### config.mk
export PLATFORM = sky130hd
export DESIGN_NAME = hpp_top
export DESIGN_NICKNAME = d
export VERILOG_FILES = /design/src/shared/hpp_pkg.sv /design/src/design/hpp_top.sv /design/src/design/hpp_sync.sv /design/src/design/hpp_axil.sv
export SDC_FILE = /design/constraint.sdc
export NUM_CORES = 1
export LEC_CHECK = 0
export BUFFER_PORTS_ARGS = -buffer_cell sky130_fd_sc_hd__clkbuf_2
export CAP_MARGIN = 20
export CORE_ASPECT_RATIO = 1.1
export CORE_MARGIN = 10
export CORE_UTILIZATION = 55
export DETAILED_ROUTE_END_ITERATION = 7
export HOLD_SLACK_MARGIN = 0.15
export PLACE_DENSITY = 0.75
export SKIP_LAST_GASP = 1
export SYNTH_ARGS = -nofsm -noshare
export SYNTH_HDL_FRONTEND = slang
export SYNTH_SLANG_ARGS = --single-unit
### constraint.sdc
create_clock -name core_clk_i -period 4.5 [get_ports core_clk_i]
set_input_delay 0.45 -clock core_clk_i [delete_from_list [all_inputs] [get_ports core_clk_i]]
set_output_delay 0.45 -clock core_clk_i [all_outputs]
set_load 0.01 [all_outputs]
### src/shared/hpp_pkg.sv
// Constants, types and helpers shared by the host port block
package hpp_pkg;

  localparam int unsigned AXI_AW = 8;

  // Register byte offsets
  localparam logic [7:0] REG_STATUS = 8'h00;
  localparam logic [7:0] REG_MASK = 8'h04;
  localparam logic [7:0] REG_STRAP = 8'h08;
  localparam logic [7:0] REG_HADDR = 8'h0c;
  localparam logic [7:0] REG_HWDATA = 8'h10;
  localparam logic [7:0] REG_HRDATA = 8'h14;
  localparam logic [7:0] REG_CTRL = 8'h18;

  // Status and mask bit positions
  localparam int unsigned ST_WDATA = 0;
  localparam int unsigned ST_DOORBELL = 1;
  localparam int unsigned ST_RDONE = 2;
  localparam int unsigned ST_W = 3;

  // Host-side control word bit positions
  localparam int unsigned HC_FIRST_HIGH = 0;
  localparam int unsigned HC_DOORBELL = 1;
  localparam int unsigned HC_IRQ = 2;

  // Software control register bit positions
  localparam int unsigned CR_IRQ_SET = 0;
  localparam int unsigned CR_FIRST_HIGH = 1;

  // Strap register field positions
  localparam int unsigned SR_ENDIAN = 0;
  localparam int unsigned SR_BOOT_LO = 1;

  // Strap pin positions on the host bus
  localparam int unsigned STRAP_ENDIAN_BIT = 8;
  localparam int unsigned STRAP_BOOT_HI = 4;
  localparam int unsigned STRAP_BOOT_LO = 3;

  // Reset values
  localparam logic [ST_W-1:0] STATUS_RST = 3'h0;
  localparam logic [ST_W-1:0] MASK_RST = 3'h0;
  localparam logic FIRST_HIGH_RST = 1'b0;
  localparam logic [31:0] WORD_RST = 32'h0000_0000;

  // Timing counts in core clock cycles
  localparam int unsigned SYNC_STAGES = 2;
  localparam logic [1:0] STRAP_WAIT = 2'h2;

  localparam logic [31:0] ADDR_STEP = 32'h0000_0004;
  localparam logic DIR_READ = 1'b1;
  localparam logic [1:0] RESP_OKAY = 2'h0;
  localparam logic [1:0] RESP_SLVERR = 2'h2;

  typedef enum logic [1:0] {
    SEL_CTRL = 2'b00,
    SEL_ADDR = 2'b01,
    SEL_DATA_INC = 2'b10,
    SEL_DATA = 2'b11
  } hpp_sel_e;

  typedef enum logic {
    ENDIAN_BIG = 1'b0,
    ENDIAN_LITTLE = 1'b1
  } hpp_endian_e;

  typedef enum logic [1:0] {
    BOOT_HOST = 2'b00,
    BOOT_ROM8 = 2'b01,
    BOOT_ROM16 = 2'b10,
    BOOT_ROM32 = 2'b11
  } hpp_boot_e;

  typedef struct packed {
    logic cs_n;
    logic strobe_n;
    hpp_sel_e sel;
    logic second;
    logic dir;
    logic [15:0] bus;
  } hpp_pins_s;

  localparam hpp_pins_s PINS_IDLE = '{cs_n: 1'b1, strobe_n: 1'b1, sel: SEL_CTRL, second: 1'b0,
                                      dir: 1'b0, bus: 16'h0000};

  typedef struct packed {
    hpp_endian_e endian;
    hpp_boot_e boot;
  } hpp_strap_s;

  typedef struct packed {
    logic en;
    logic [AXI_AW-1:0] addr;
    logic [31:0] data;
    logic [3:0] strb;
  } hpp_wr_s;

  function automatic logic reg_mapped(input logic [AXI_AW-1:0] addr);
    return addr inside {REG_STATUS, REG_MASK, REG_STRAP, REG_HADDR, REG_HWDATA, REG_HRDATA, REG_CTRL};
  endfunction

  // High half travels first when first_high is set
  function automatic logic use_high(input logic second, input logic first_high);
    return second ^ first_high;
  endfunction

  function automatic logic [15:0] pick_half(input logic [31:0] w, input logic second, input logic first_high);
    return use_high(second, first_high) ? w[31:16] : w[15:0];
  endfunction

  function automatic logic [31:0] put_half(input logic [31:0] w, input logic [15:0] h, input logic second,
                                           input logic first_high);
    return use_high(second, first_high) ? {h, w[15:0]} : {w[31:16], h};
  endfunction

  function automatic logic [31:0] strb_mask(input logic [3:0] strb);
    return {{8{strb[3]}}, {8{strb[2]}}, {8{strb[1]}}, {8{strb[0]}}};
  endfunction

endpackage

### src/design/hpp_top.sv
// Host port pin logic with reset straps and AXI4-Lite register access
`timescale 1ns/10ps
// Notes on behaviour
// - Two select pins steer each host access to control, address or data.
// - Half-word pin marks first or second half; which half is high is configurable.
// - Direction pin chooses read (device drives data) or write (device takes data).
// - Sixteen-bit host bus carries control, address and data words.
// - Host bus levels set by pull resistors are sampled at reset for modes.
// - Bus line 8 at reset: low means big-endian, high means little-endian.
// - Bus lines 4:3 at reset: 00 host boot, 01/10/11 ROM 8/16/32 bit.
// - Device drives an interrupt output toward the host.
// - Device drives a ready output telling the host the access may complete.
module hpp_top (
  input wire logic core_clk_i,
  input wire logic rst_n_i,
  input wire logic host_cs_n_i,
  input wire logic host_strobe_n_i,
  input wire logic host_reg_select_hi_i,
  input wire logic host_reg_select_lo_i,
  input wire logic host_halfword_order_i,
  input wire logic host_direction_i,
  input wire logic [15:0] host_bus_i,
  output logic [15:0] host_bus_o,
  output logic host_bus_oe_o,
  output logic host_irq_out_n_o,
  output logic host_access_ready_o,
  output hpp_pkg::hpp_strap_s strap_o,
  output logic irq_o,
  input wire logic [hpp_pkg::AXI_AW-1:0] s_axi_awaddr_i,
  input wire logic s_axi_awvalid_i,
  output logic s_axi_awready_o,
  input wire logic [31:0] s_axi_wdata_i,
  input wire logic [3:0] s_axi_wstrb_i,
  input wire logic s_axi_wvalid_i,
  output logic s_axi_wready_o,
  output logic [1:0] s_axi_bresp_o,
  output logic s_axi_bvalid_o,
  input wire logic s_axi_bready_i,
  input wire logic [hpp_pkg::AXI_AW-1:0] s_axi_araddr_i,
  input wire logic s_axi_arvalid_i,
  output logic s_axi_arready_o,
  output logic [31:0] s_axi_rdata_o,
  output logic [1:0] s_axi_rresp_o,
  output logic s_axi_rvalid_o,
  input wire logic s_axi_rready_i
);
  typedef enum logic {
    HPP_IDLE = 1'b0,
    HPP_ACCESS = 1'b1
  } hpp_state_e;

  hpp_pkg::hpp_pins_s pins_raw, pins;
  hpp_pkg::hpp_wr_s wr;
  logic rd_en;
  logic [31:0] rd_data;

  hpp_state_e state_q, state_d;
  hpp_pkg::hpp_sel_e sel_q, sel_d;
  logic second_q, second_d, dir_q, dir_d;
  logic [15:0] wlatch_q, wlatch_d;
  logic [15:0] bus_d;
  logic oe_d, ready_d, hirq_n_d, irq_d;
  logic first_high_q, first_high_d;
  logic host_irq_q, host_irq_d;
  logic [31:0] addr_q, addr_d, addr_stage_q, addr_stage_d;
  logic [31:0] wword_q, wword_d, wdata_q, wdata_d, rdata_q, rdata_d;
  logic wfull_q, wfull_d, rvalid_q, rvalid_d;
  logic [hpp_pkg::ST_W-1:0] status_q, status_d, mask_q, mask_d, ev;
  logic [1:0] strap_cnt_q, strap_cnt_d;
  logic strap_done_q, strap_done_d;
  hpp_pkg::hpp_strap_s strap_d;
  logic active;
  logic [31:0] wmask;
  logic [31:0] new_word;

  assign pins_raw = '{cs_n: host_cs_n_i, strobe_n: host_strobe_n_i,
                      sel: hpp_pkg::hpp_sel_e'({host_reg_select_hi_i, host_reg_select_lo_i}),
                      second: host_halfword_order_i, dir: host_direction_i, bus: host_bus_i};

  // Every pin passes two flops before any logic reads it
  hpp_sync #(
    .W($bits(hpp_pkg::hpp_pins_s)),
    .RST_VAL(hpp_pkg::PINS_IDLE)
  ) u_sync (
    .core_clk_i(core_clk_i),
    .rst_n_i(rst_n_i),
    .d_i(pins_raw),
    .q_o(pins)
  );

  hpp_axil u_axil (
    .core_clk_i(core_clk_i),
    .rst_n_i(rst_n_i),
    .s_axi_awaddr_i(s_axi_awaddr_i),
    .s_axi_awvalid_i(s_axi_awvalid_i),
    .s_axi_awready_o(s_axi_awready_o),
    .s_axi_wdata_i(s_axi_wdata_i),
    .s_axi_wstrb_i(s_axi_wstrb_i),
    .s_axi_wvalid_i(s_axi_wvalid_i),
    .s_axi_wready_o(s_axi_wready_o),
    .s_axi_bresp_o(s_axi_bresp_o),
    .s_axi_bvalid_o(s_axi_bvalid_o),
    .s_axi_bready_i(s_axi_bready_i),
    .s_axi_araddr_i(s_axi_araddr_i),
    .s_axi_arvalid_i(s_axi_arvalid_i),
    .s_axi_arready_o(s_axi_arready_o),
    .s_axi_rdata_o(s_axi_rdata_o),
    .s_axi_rresp_o(s_axi_rresp_o),
    .s_axi_rvalid_o(s_axi_rvalid_o),
    .s_axi_rready_i(s_axi_rready_i),
    .wr_o(wr),
    .rd_en_o(rd_en),
    .rd_data_i(rd_data)
  );

  assign active = !pins.cs_n && !pins.strobe_n;
  assign wmask = hpp_pkg::strb_mask(wr.strb);

  // Register read mux
  always_comb begin
    rd_data = 32'h0000_0000;
    unique case (s_axi_araddr_i)
      hpp_pkg::REG_STATUS: rd_data[hpp_pkg::ST_W-1:0] = status_q;
      hpp_pkg::REG_MASK: rd_data[hpp_pkg::ST_W-1:0] = mask_q;
      hpp_pkg::REG_STRAP: rd_data[2:0] = {strap_o.boot, strap_o.endian};
      hpp_pkg::REG_HADDR: rd_data = addr_q;
      hpp_pkg::REG_HWDATA: rd_data = wdata_q;
      hpp_pkg::REG_HRDATA: rd_data = rdata_q;
      hpp_pkg::REG_CTRL: begin
        rd_data[hpp_pkg::CR_IRQ_SET] = host_irq_q;
        rd_data[hpp_pkg::CR_FIRST_HIGH] = first_high_q;
      end
      default: rd_data = 32'h0000_0000;
    endcase
  end

  // Host access sequencing and register effects
  always_comb begin
    state_d = state_q;
    sel_d = sel_q;
    second_d = second_q;
    dir_d = dir_q;
    wlatch_d = wlatch_q;
    bus_d = host_bus_o;
    oe_d = host_bus_oe_o;
    ready_d = host_access_ready_o;
    first_high_d = first_high_q;
    host_irq_d = host_irq_q;
    addr_d = addr_q;
    addr_stage_d = addr_stage_q;
    wword_d = wword_q;
    wdata_d = wdata_q;
    rdata_d = rdata_q;
    wfull_d = wfull_q;
    rvalid_d = rvalid_q;
    ev = '0;
    new_word = 32'h0000_0000;
    unique case (state_q)
      HPP_IDLE: begin
        if (active) begin
          state_d = HPP_ACCESS;
          sel_d = pins.sel;
          second_d = pins.second;
          dir_d = pins.dir;
        end
      end
      HPP_ACCESS: begin
        if (!active) begin
          state_d = HPP_IDLE;
          if (dir_q != hpp_pkg::DIR_READ) begin
            unique case (sel_q)
              hpp_pkg::SEL_CTRL: begin
                first_high_d = wlatch_q[hpp_pkg::HC_FIRST_HIGH];
                ev[hpp_pkg::ST_DOORBELL] = wlatch_q[hpp_pkg::HC_DOORBELL];
                if (wlatch_q[hpp_pkg::HC_IRQ]) begin
                  host_irq_d = 1'b0;
                end
              end
              hpp_pkg::SEL_ADDR: begin
                new_word = hpp_pkg::put_half(addr_stage_q, wlatch_q, second_q, first_high_q);
                addr_stage_d = new_word;
                if (second_q) begin
                  addr_d = new_word;
                end
              end
              hpp_pkg::SEL_DATA_INC, hpp_pkg::SEL_DATA: begin
                new_word = hpp_pkg::put_half(wword_q, wlatch_q, second_q, first_high_q);
                wword_d = new_word;
                if (second_q && !wfull_q) begin
                  wdata_d = new_word;
                  wfull_d = 1'b1;
                  ev[hpp_pkg::ST_WDATA] = 1'b1;
                  if (sel_q == hpp_pkg::SEL_DATA_INC) begin
                    addr_d = addr_q + hpp_pkg::ADDR_STEP;
                  end
                end
              end
            endcase
          end else if (second_q && (sel_q == hpp_pkg::SEL_DATA_INC || sel_q == hpp_pkg::SEL_DATA)) begin
            rvalid_d = 1'b0;
            ev[hpp_pkg::ST_RDONE] = 1'b1;
            if (sel_q == hpp_pkg::SEL_DATA_INC) begin
              addr_d = addr_q + hpp_pkg::ADDR_STEP;
            end
          end
        end else if (dir_q != hpp_pkg::DIR_READ) begin
          wlatch_d = pins.bus;
        end
      end
    endcase
    // Output pins follow the access in flight
    oe_d = (state_d == HPP_ACCESS) && (dir_d == hpp_pkg::DIR_READ);
    unique case (sel_d)
      hpp_pkg::SEL_CTRL: bus_d = {13'h0, host_irq_q, 1'b0, first_high_q};
      hpp_pkg::SEL_ADDR: bus_d = hpp_pkg::pick_half(addr_q, second_d, first_high_q);
      hpp_pkg::SEL_DATA_INC, hpp_pkg::SEL_DATA: bus_d = hpp_pkg::pick_half(rdata_q, second_d, first_high_q);
    endcase
    if (!oe_d) begin
      bus_d = 16'h0000;
    end
    // Data accesses stall until a word is available or the slot is free
    ready_d = 1'b1;
    if (state_d == HPP_ACCESS && (sel_d == hpp_pkg::SEL_DATA_INC || sel_d == hpp_pkg::SEL_DATA)) begin
      ready_d = (dir_d == hpp_pkg::DIR_READ) ? rvalid_q : !(second_d && wfull_q);
    end
    // Software side effects; software wins over a same-cycle host event, except that a new host word keeps HWDATA full on its read
    if (rd_en && s_axi_araddr_i == hpp_pkg::REG_HWDATA) begin
      wfull_d = ev[hpp_pkg::ST_WDATA];
    end
    if (wr.en && wr.addr == hpp_pkg::REG_HRDATA) begin
      rdata_d = (rdata_q & ~wmask) | (wr.data & wmask);
      rvalid_d = 1'b1;
    end
    if (wr.en && wr.addr == hpp_pkg::REG_CTRL && wr.strb[0]) begin
      if (wr.data[hpp_pkg::CR_IRQ_SET]) begin
        host_irq_d = 1'b1;
      end
      first_high_d = wr.data[hpp_pkg::CR_FIRST_HIGH];
    end
  end

  // Sticky status, write one to clear, set wins
  always_comb begin
    status_d = status_q;
    mask_d = mask_q;
    if (wr.en && wr.addr == hpp_pkg::REG_STATUS && wr.strb[0]) begin
      status_d = status_q & ~wr.data[hpp_pkg::ST_W-1:0];
    end
    if (wr.en && wr.addr == hpp_pkg::REG_MASK && wr.strb[0]) begin
      mask_d = wr.data[hpp_pkg::ST_W-1:0];
    end
    status_d = status_d | ev;
    irq_d = |(status_d & mask_d);
    hirq_n_d = !host_irq_d;
  end

  // Strap capture once the synchroniser holds post-reset pin levels
  always_comb begin
    strap_cnt_d = strap_cnt_q;
    strap_done_d = strap_done_q;
    strap_d = strap_o;
    if (!strap_done_q) begin
      if (strap_cnt_q == hpp_pkg::STRAP_WAIT) begin
        strap_done_d = 1'b1;
        strap_d.endian = hpp_pkg::hpp_endian_e'(pins.bus[hpp_pkg::STRAP_ENDIAN_BIT]);
        strap_d.boot = hpp_pkg::hpp_boot_e'(pins.bus[hpp_pkg::STRAP_BOOT_HI:hpp_pkg::STRAP_BOOT_LO]);
      end else begin
        strap_cnt_d = strap_cnt_q + 2'h1;
      end
    end
  end

  always_ff @(posedge core_clk_i or negedge rst_n_i) begin
    if (!rst_n_i) begin
      state_q <= HPP_IDLE;
      sel_q <= hpp_pkg::SEL_CTRL;
      second_q <= 1'b0;
      dir_q <= 1'b0;
      wlatch_q <= 16'h0000;
      host_bus_o <= 16'h0000;
      host_bus_oe_o <= 1'b0;
      host_access_ready_o <= 1'b1;
      host_irq_out_n_o <= 1'b1;
      irq_o <= 1'b0;
      first_high_q <= hpp_pkg::FIRST_HIGH_RST;
      host_irq_q <= 1'b0;
      addr_q <= hpp_pkg::WORD_RST;
      addr_stage_q <= hpp_pkg::WORD_RST;
      wword_q <= hpp_pkg::WORD_RST;
      wdata_q <= hpp_pkg::WORD_RST;
      rdata_q <= hpp_pkg::WORD_RST;
      wfull_q <= 1'b0;
      rvalid_q <= 1'b0;
      status_q <= hpp_pkg::STATUS_RST;
      mask_q <= hpp_pkg::MASK_RST;
      strap_cnt_q <= 2'h0;
      strap_done_q <= 1'b0;
      strap_o <= '{endian: hpp_pkg::ENDIAN_BIG, boot: hpp_pkg::BOOT_HOST};
    end else begin
      state_q <= state_d;
      sel_q <= sel_d;
      second_q <= second_d;
      dir_q <= dir_d;
      wlatch_q <= wlatch_d;
      host_bus_o <= bus_d;
      host_bus_oe_o <= oe_d;
      host_access_ready_o <= ready_d;
      host_irq_out_n_o <= hirq_n_d;
      irq_o <= irq_d;
      first_high_q <= first_high_d;
      host_irq_q <= host_irq_d;
      addr_q <= addr_d;
      addr_stage_q <= addr_stage_d;
      wword_q <= wword_d;
      wdata_q <= wdata_d;
      rdata_q <= rdata_d;
      wfull_q <= wfull_d;
      rvalid_q <= rvalid_d;
      status_q <= status_d;
      mask_q <= mask_d;
      strap_cnt_q <= strap_cnt_d;
      strap_done_q <= strap_done_d;
      strap_o <= strap_d;
    end
  end
endmodule // hpp_top

### src/design/hpp_sync.sv
// Two flip-flop synchroniser for a group of pin levels
`timescale 1ns/10ps
module hpp_sync #(
  parameter int unsigned W = 1,
  parameter logic [W-1:0] RST_VAL = '0
) (
  input wire logic core_clk_i,
  input wire logic rst_n_i,
  input wire logic [W-1:0] d_i,
  output logic [W-1:0] q_o
);
  logic [W-1:0] meta_q;

  always_ff @(posedge core_clk_i or negedge rst_n_i) begin
    if (!rst_n_i) begin
      meta_q <= RST_VAL;
      q_o <= RST_VAL;
    end else begin
      meta_q <= d_i;
      q_o <= meta_q;
    end
  end
endmodule // hpp_sync

### src/design/hpp_axil.sv
// AXI4-Lite slave front end producing register strobes
`timescale 1ns/10ps
module hpp_axil (
  input wire logic core_clk_i,
  input wire logic rst_n_i,
  input wire logic [hpp_pkg::AXI_AW-1:0] s_axi_awaddr_i,
  input wire logic s_axi_awvalid_i,
  output logic s_axi_awready_o,
  input wire logic [31:0] s_axi_wdata_i,
  input wire logic [3:0] s_axi_wstrb_i,
  input wire logic s_axi_wvalid_i,
  output logic s_axi_wready_o,
  output logic [1:0] s_axi_bresp_o,
  output logic s_axi_bvalid_o,
  input wire logic s_axi_bready_i,
  input wire logic [hpp_pkg::AXI_AW-1:0] s_axi_araddr_i,
  input wire logic s_axi_arvalid_i,
  output logic s_axi_arready_o,
  output logic [31:0] s_axi_rdata_o,
  output logic [1:0] s_axi_rresp_o,
  output logic s_axi_rvalid_o,
  input wire logic s_axi_rready_i,
  output hpp_pkg::hpp_wr_s wr_o,
  output logic rd_en_o,
  input wire logic [31:0] rd_data_i
);
  logic aw_full_q, aw_full_d, w_full_q, w_full_d;
  logic [hpp_pkg::AXI_AW-1:0] awaddr_q, awaddr_d;
  logic [31:0] wdata_q, wdata_d;
  logic [3:0] wstrb_q, wstrb_d;
  logic awready_d, wready_d, bvalid_d, arready_d, rvalid_d;
  logic [1:0] bresp_d, rresp_d;
  logic [31:0] rdata_d;
  logic fire_w;

  assign fire_w = aw_full_q && w_full_q && !s_axi_bvalid_o;
  assign rd_en_o = s_axi_arvalid_i && s_axi_arready_o;
  assign wr_o = '{en: fire_w, addr: awaddr_q, data: wdata_q, strb: wstrb_q};

  always_comb begin
    aw_full_d = aw_full_q;
    w_full_d = w_full_q;
    awaddr_d = awaddr_q;
    wdata_d = wdata_q;
    wstrb_d = wstrb_q;
    bvalid_d = s_axi_bvalid_o;
    bresp_d = s_axi_bresp_o;
    rvalid_d = s_axi_rvalid_o;
    rresp_d = s_axi_rresp_o;
    rdata_d = s_axi_rdata_o;
    if (s_axi_awvalid_i && s_axi_awready_o) begin
      aw_full_d = 1'b1;
      awaddr_d = s_axi_awaddr_i;
    end
    if (s_axi_wvalid_i && s_axi_wready_o) begin
      w_full_d = 1'b1;
      wdata_d = s_axi_wdata_i;
      wstrb_d = s_axi_wstrb_i;
    end
    if (s_axi_bvalid_o && s_axi_bready_i) begin
      bvalid_d = 1'b0;
    end
    if (fire_w) begin
      aw_full_d = 1'b0;
      w_full_d = 1'b0;
      bvalid_d = 1'b1;
      bresp_d = hpp_pkg::reg_mapped(awaddr_q) ? hpp_pkg::RESP_OKAY : hpp_pkg::RESP_SLVERR;
    end
    if (s_axi_rvalid_o && s_axi_rready_i) begin
      rvalid_d = 1'b0;
    end
    if (rd_en_o) begin
      rvalid_d = 1'b1;
      rdata_d = rd_data_i;
      rresp_d = hpp_pkg::reg_mapped(s_axi_araddr_i) ? hpp_pkg::RESP_OKAY : hpp_pkg::RESP_SLVERR;
    end
    awready_d = !aw_full_d && !bvalid_d;
    wready_d = !w_full_d && !bvalid_d;
    arready_d = !rvalid_d;
  end

  always_ff @(posedge core_clk_i or negedge rst_n_i) begin
    if (!rst_n_i) begin
      aw_full_q <= 1'b0;
      w_full_q <= 1'b0;
      awaddr_q <= '0;
      wdata_q <= hpp_pkg::WORD_RST;
      wstrb_q <= 4'h0;
      s_axi_awready_o <= 1'b1;
      s_axi_wready_o <= 1'b1;
      s_axi_bvalid_o <= 1'b0;
      s_axi_bresp_o <= hpp_pkg::RESP_OKAY;
      s_axi_arready_o <= 1'b1;
      s_axi_rvalid_o <= 1'b0;
      s_axi_rresp_o <= hpp_pkg::RESP_OKAY;
      s_axi_rdata_o <= hpp_pkg::WORD_RST;
    end else begin
      aw_full_q <= aw_full_d;
      w_full_q <= w_full_d;
      awaddr_q <= awaddr_d;
      wdata_q <= wdata_d;
      wstrb_q <= wstrb_d;
      s_axi_awready_o <= awready_d;
      s_axi_wready_o <= wready_d;
      s_axi_bvalid_o <= bvalid_d;
      s_axi_bresp_o <= bresp_d;
      s_axi_arready_o <= arready_d;
      s_axi_rvalid_o <= rvalid_d;
      s_axi_rresp_o <= rresp_d;
      s_axi_rdata_o <= rdata_d;
    end
  end
endmodule // hpp_axil

==> report_table.html <==
<table>
<tr><th>Metric</th><th>Value</th></tr>
<tr><th colspan="2">Drt</th></tr>
<tr><td>Met2 routed WL</td><td>16,670 um</td></tr>
<tr><td>Total via count after detailed routing</td><td>10,299</td></tr>
<tr><td>Total length of routed met3 wires</td><td>3010 um</td></tr>
<tr><td>Highest routed layer</td><td>met4</td></tr>
<tr><td>Via density per instance</td><td>5.957</td></tr>
<tr><td>Post-route antenna net violation count</td><td>0</td></tr>
<tr><td>Post-Route M1 WL</td><td>15,850 um</td></tr>
<tr><td>Wirelength, routed</td><td>36,230 um</td></tr>
<tr><td>Wire per inst</td><td>20.96 um</td></tr>
<tr><td>Initial DRC Count</td><td>1,196</td></tr>
<tr><td>Pre-antenna DRT Iters</td><td>8</td></tr>
<tr><td>DRC Markers</td><td>0</td></tr>
<tr><th colspan="2">Worst setup path</th></tr>
<tr><td>Largest driver fanout on the critical path</td><td>50</td></tr>
<tr><td>Worst setup path category</td><td>reg -&gt; reg</td></tr>
<tr><td>Type of destination of the critical path</td><td>register</td></tr>
<tr><td>Required time at the worst-slack endpoint</td><td>about 4900 ps</td></tr>
<tr><td>Endpoint arrival time on the critical path</td><td>2880 ps</td></tr>
<tr><td>Critical Path Start Type</td><td>register</td></tr>
<tr><th colspan="2">Clock tree</th></tr>
<tr><td>Clock latency on the worst-skew pair</td><td>520 ps</td></tr>
<tr><td>Maximum count of clock buffers along a single path</td><td>3</td></tr>
<tr><td>Clock input transition at the sequential cells of the worst setup and hold paths</td><td>60 ps</td></tr>
<tr><td>Number of buffers created by CTS</td><td>36</td></tr>
<tr><td>Num Clock Sinks</td><td>346</td></tr>
<tr><td>Clk root buf</td><td>sky130_fd_sc_hd__clkbuf_16</td></tr>
<tr><td>Total number of H-tree levels</td><td>2</td></tr>
<tr><td>CTS tree</td><td>built</td></tr>
<tr><th colspan="2">Logic synthesis</th></tr>
<tr><td>Yosys warning count</td><td>0</td></tr>
<tr><td>Flip-flop and latch count after synthesis</td><td>346</td></tr>
<tr><td>Netlist cell types</td><td>70</td></tr>
<tr><td>Share of flip-flops with an asynchronous set or reset after synthesis</td><td>100.0%</td></tr>
<tr><td>Share of synthesized area occupied by flip-flops and latches</td><td>~60%</td></tr>
<tr><td>Number of enable flip-flop cells after synthesis</td><td>0</td></tr>
<tr><td>Post-synthesis instance total</td><td>1,204</td></tr>
<tr><td>Prevailing post-synth register cell</td><td>sky130_fd_sc_hd__dfrtp_1</td></tr>
<tr><td>Post-synthesis cell area</td><td>14,560 um2</td></tr>
<tr><td>Average footprint of a synthesized cell</td><td>roughly 12 um2</td></tr>
<tr><th colspan="2">Floorplanning</th></tr>
<tr><td>Full die area</td><td>33,400 um2</td></tr>
<tr><td>Number of rows in the core area</td><td>62</td></tr>
<tr><td>I/O pins</td><td>roughly 150</td></tr>
<tr><td>Vertical die dimension</td><td>approximately 190 um</td></tr>
<tr><td>Placeable core area</td><td>26,140 um2</td></tr>
<tr><td>Horizontal die dimension</td><td>175.2 um</td></tr>
<tr><td>Initial core utilization</td><td>55.71%</td></tr>
<tr><th colspan="2">Layout</th></tr>
<tr><td>Share of cells above drive strength 1</td><td>29.92%</td></tr>
<tr><td>Net total in the final layout</td><td>~1,400</td></tr>
<tr><td>Synth-to-Final Area Change</td><td>17.17%</td></tr>
<tr><td>Utilization after layout</td><td>65.28%</td></tr>
<tr><td>Antenna cells</td><td>0</td></tr>
<tr><th colspan="2">Timing</th></tr>
<tr><td>Clock period minus final worst setup slack</td><td>2484 ps</td></tr>
<tr><td>Total of endpoints with negative setup slack in the final report</td><td>0</td></tr>
<tr><td>Final count of hold timing violations</td><td>0</td></tr>
<tr><td>Upper clock frequency limit</td><td>402.6 MHz</td></tr>
<tr><td>Pins over their slew limit</td><td>0</td></tr>
<tr><td>Maximum clock skew at final layout</td><td>14.05 ps</td></tr>
<tr><td>Worst-Margin Slew</td><td>969.2 ps</td></tr>
<tr><td>RSZ-0062 raised after global routing</td><td>false</td></tr>
<tr><td>Worst hold slack across all endpoints</td><td>161.2 ps</td></tr>
<tr><td>Share of the clock period used by the worst path</td><td>55.20%</td></tr>
<tr><td>Worst max-slew margin expressed relative to the limit</td><td>35.39%</td></tr>
<tr><td>Setup TNS Final</td><td>0 ps</td></tr>
<tr><th colspan="2">Flow run</th></tr>
<tr><td>Max-cap violations</td><td>0</td></tr>
<tr><th colspan="2">Global route</th></tr>
<tr><td>Initial antenna violation count</td><td>0</td></tr>
<tr><td>Number of global-route vias before repair</td><td>10,322</td></tr>
<tr><td>Pin count of the biggest net entering global routing</td><td>~110</td></tr>
<tr><td>Wire length of the first global-routing pass</td><td>about 58,000 um</td></tr>
<tr><td>Global Route Usage Sum</td><td>21.72%</td></tr>
<tr><td>Gr ovfl total</td><td>0</td></tr>
<tr><th colspan="2">Power and ir drop</th></tr>
<tr><td>Standby leakage power</td><td>7.728 nW</td></tr>
<tr><td>Max rail drop VDD</td><td>350.4 uV</td></tr>
<tr><td>Pwr per Cell Area</td><td>589.7 nW/um2</td></tr>
<tr><th colspan="2">Placement</th></tr>
<tr><td>Final estimated routing congestion in global placement</td><td>approximately 1</td></tr>
<tr><td>Detailed placer's ending HPWL</td><td>between 20,000 and 30,000 um</td></tr>
<tr><td>Quantity of I/O buffers inserted on ports</td><td>142</td></tr>
<tr><th colspan="2">Min path</th></tr>
<tr><td>Path class of the lowest-slack min-delay path</td><td>in -&gt; reg</td></tr>
<tr><th colspan="2">Status</th></tr>
<tr><td>Run status</td><td>completed</td></tr>
</table>
## state kept, by name (all words and copies together) (netlist names), 2 cells and up, named ones only
| register | flops |
|---|---|
| u_axil.s_axi_rdata_o | 32 |
| wword_q | 32 |
| u_axil.awaddr_q | 8 |
| strap_o | 3 |
| addr_q | 32 |
| mask_q | 3 |
| u_sync.meta_q | 22 |
| sel_q | 2 |
| host_bus_o | 16 |
| wdata_q | 32 |
| wlatch_q | 16 |
| u_axil.wdata_q | 32 |
| addr_stage_q | 32 |
| u_axil.wstrb_q | 4 |
| status_q | 3 |
| strap_cnt_q | 2 |
| u_sync.q_o | 22 |
## worst paths after layout
path                                   start                  to  slack, ps  cells past startpoint
min                        s_axi_wdata_i[11]  u_axil.wdata_q[11]        160                      2
max reg2reg                     first_high_q    addr_stage_q[12]       2020                      4
min in group asynchronous            rst_n_i    u_sync.meta_q[0]        590                      2
max                             first_high_q    addr_stage_q[12]       2020                      4
max in group asynchronous            rst_n_i         wword_q[27]       2810                      3
min reg2reg                u_sync.meta_q[13]      u_sync.q_o[13]        350                      0
## final cells by class
cell class / count / area (um2)
clock buffers: 56 / 1077
clock inverters: 6 / 82.58
fillers: 1990 / 9077
inverters: 15 / 56.30
multi-input cells: 767 / 5582
flip-flops and latches: 346 / 8670
well taps: 352 / 440.4
repair buffers: 187 / 1157
## repair_timing
action	4_1_cts	5_1_grt
gates resized for setup	0	0
hold buffers	25	0
buffers inserted	0	0
endpoints found under the hold margin	131	0
## layout by cell type, fill, tap and decap left out, drive strengths merged, types with 4 or more instances in the layout
cell	synthesis	routed
or3	4	4
inv	15	15
nor2b	5	5
clkbuf	51	197
a211oi	9	9
dfstp	9	9
nor2	60	60
a22oi	5	5
dfrtp	337	337
nand4	14	14
mux2i	40	40
a32oi	5	5
o22a	12	12
nand3	14	14
a31oi	32	32
nor3	16	16
a21oi	68	68
o41ai	5	5
a2bb2oi	4	4
nand2b	10	10
or2	4	4
nor4	5	5
and2	5	5
a222oi	30	30
o22ai	14	14
buf	26	21
dlygate4sd3	0	25
nand2	135	135
mux2	166	166
o21ai	55	55
## worst max-delay path, cell delays in order, from the launching register on
cell	delay [ps]
sky130_fd_sc_hd__dfrtp_1	670
sky130_fd_sc_hd__xnor2_2	170
sky130_fd_sc_hd__buf_4	470
sky130_fd_sc_hd__nand2_1	590
sky130_fd_sc_hd__mux2_2	450
## power breakdown
group	switching, mW	internal [mW]	total (mW)	leakage, nW
Combinational	1.13	1.07	2.21	2.79
Sequential	0.915	4.02	4.94	4.37
Clock	1.16	1.75	2.92	0.567
## synth_stat cells, types with 4 or more instances
master                      instances  area [um2]
sky130_fd_sc_hd__a211oi_1           9       67.56
sky130_fd_sc_hd__a21oi_1           68       340.3
sky130_fd_sc_hd__a222oi_1          30       300.3
sky130_fd_sc_hd__a22oi_1            5       37.54
sky130_fd_sc_hd__a2bb2oi_1          4       35.03
sky130_fd_sc_hd__a31oi_1           32       200.2
sky130_fd_sc_hd__a32oi_1            5       43.79
sky130_fd_sc_hd__and2_1             5       31.28
sky130_fd_sc_hd__buf_1              6       22.52
sky130_fd_sc_hd__buf_2             15       75.07
sky130_fd_sc_hd__buf_4              4       30.03
sky130_fd_sc_hd__clkbuf_1          49       183.9
sky130_fd_sc_hd__dfrtp_1          337        8433
sky130_fd_sc_hd__dfstp_2            9       236.5
sky130_fd_sc_hd__inv_1             15       56.30
sky130_fd_sc_hd__mux2_2           164        1847
sky130_fd_sc_hd__mux2i_1           40       400.4
sky130_fd_sc_hd__nand2_1          135       506.7
sky130_fd_sc_hd__nand2b_1          10       62.56
sky130_fd_sc_hd__nand3_1           14       70.07
sky130_fd_sc_hd__nand4_1           13       81.33
sky130_fd_sc_hd__nor2_1            60       225.2
sky130_fd_sc_hd__nor2b_1            5       31.28
sky130_fd_sc_hd__nor3_1            12       60.06
sky130_fd_sc_hd__nor4_1             4       25.02
sky130_fd_sc_hd__o21ai_0           55       275.3
sky130_fd_sc_hd__o22a_1            12       105.1
sky130_fd_sc_hd__o22ai_1           14       87.58
sky130_fd_sc_hd__o41ai_1            5       43.79
sky130_fd_sc_hd__or2_2              4       25.02
sky130_fd_sc_hd__or3_1              4       25.02
## stage by stage
stage / setup slack (ps) / std cells / power, mW / area [um2]
after floorplan: 2443 / 1205 / 6.284 / 14570
after global placement: 2016 / 1640 / 7.025 / 15620
after CTS: 2021 / 1728 / 10.09 / 17050
final: 2016 / 1729 / 10.06 / 17070
after detailed placement: 2014 / 1641 / 7.129 / 15640
after global routing: 1833 / 1729 / 10.59 / 17070
## kinds of logic (layout without fill, tap and decap cells)
family          Yosys count  count (layout)  share of synthesized area (%)
compound gates          259             259                          11.72
xor+xnor                  4               4                         0.2922
fa+ha+maj                 2               2                         0.1718
buf+inv                  92             264                          2.672
flops                   346             346                          59.53
mux                     209             209                          16.07
other cells               1               2                        0.02575
simple gates            291             291                          9.519
## routing by layer
metal  GRT usage (%)  vias up
li1                -     4693
met1           30.82     5124
met2           33.80      423
met3           4.337       59
met4           5.416        0
met5               0        -
Note: power is estimated with default switching activity, not from simulation.
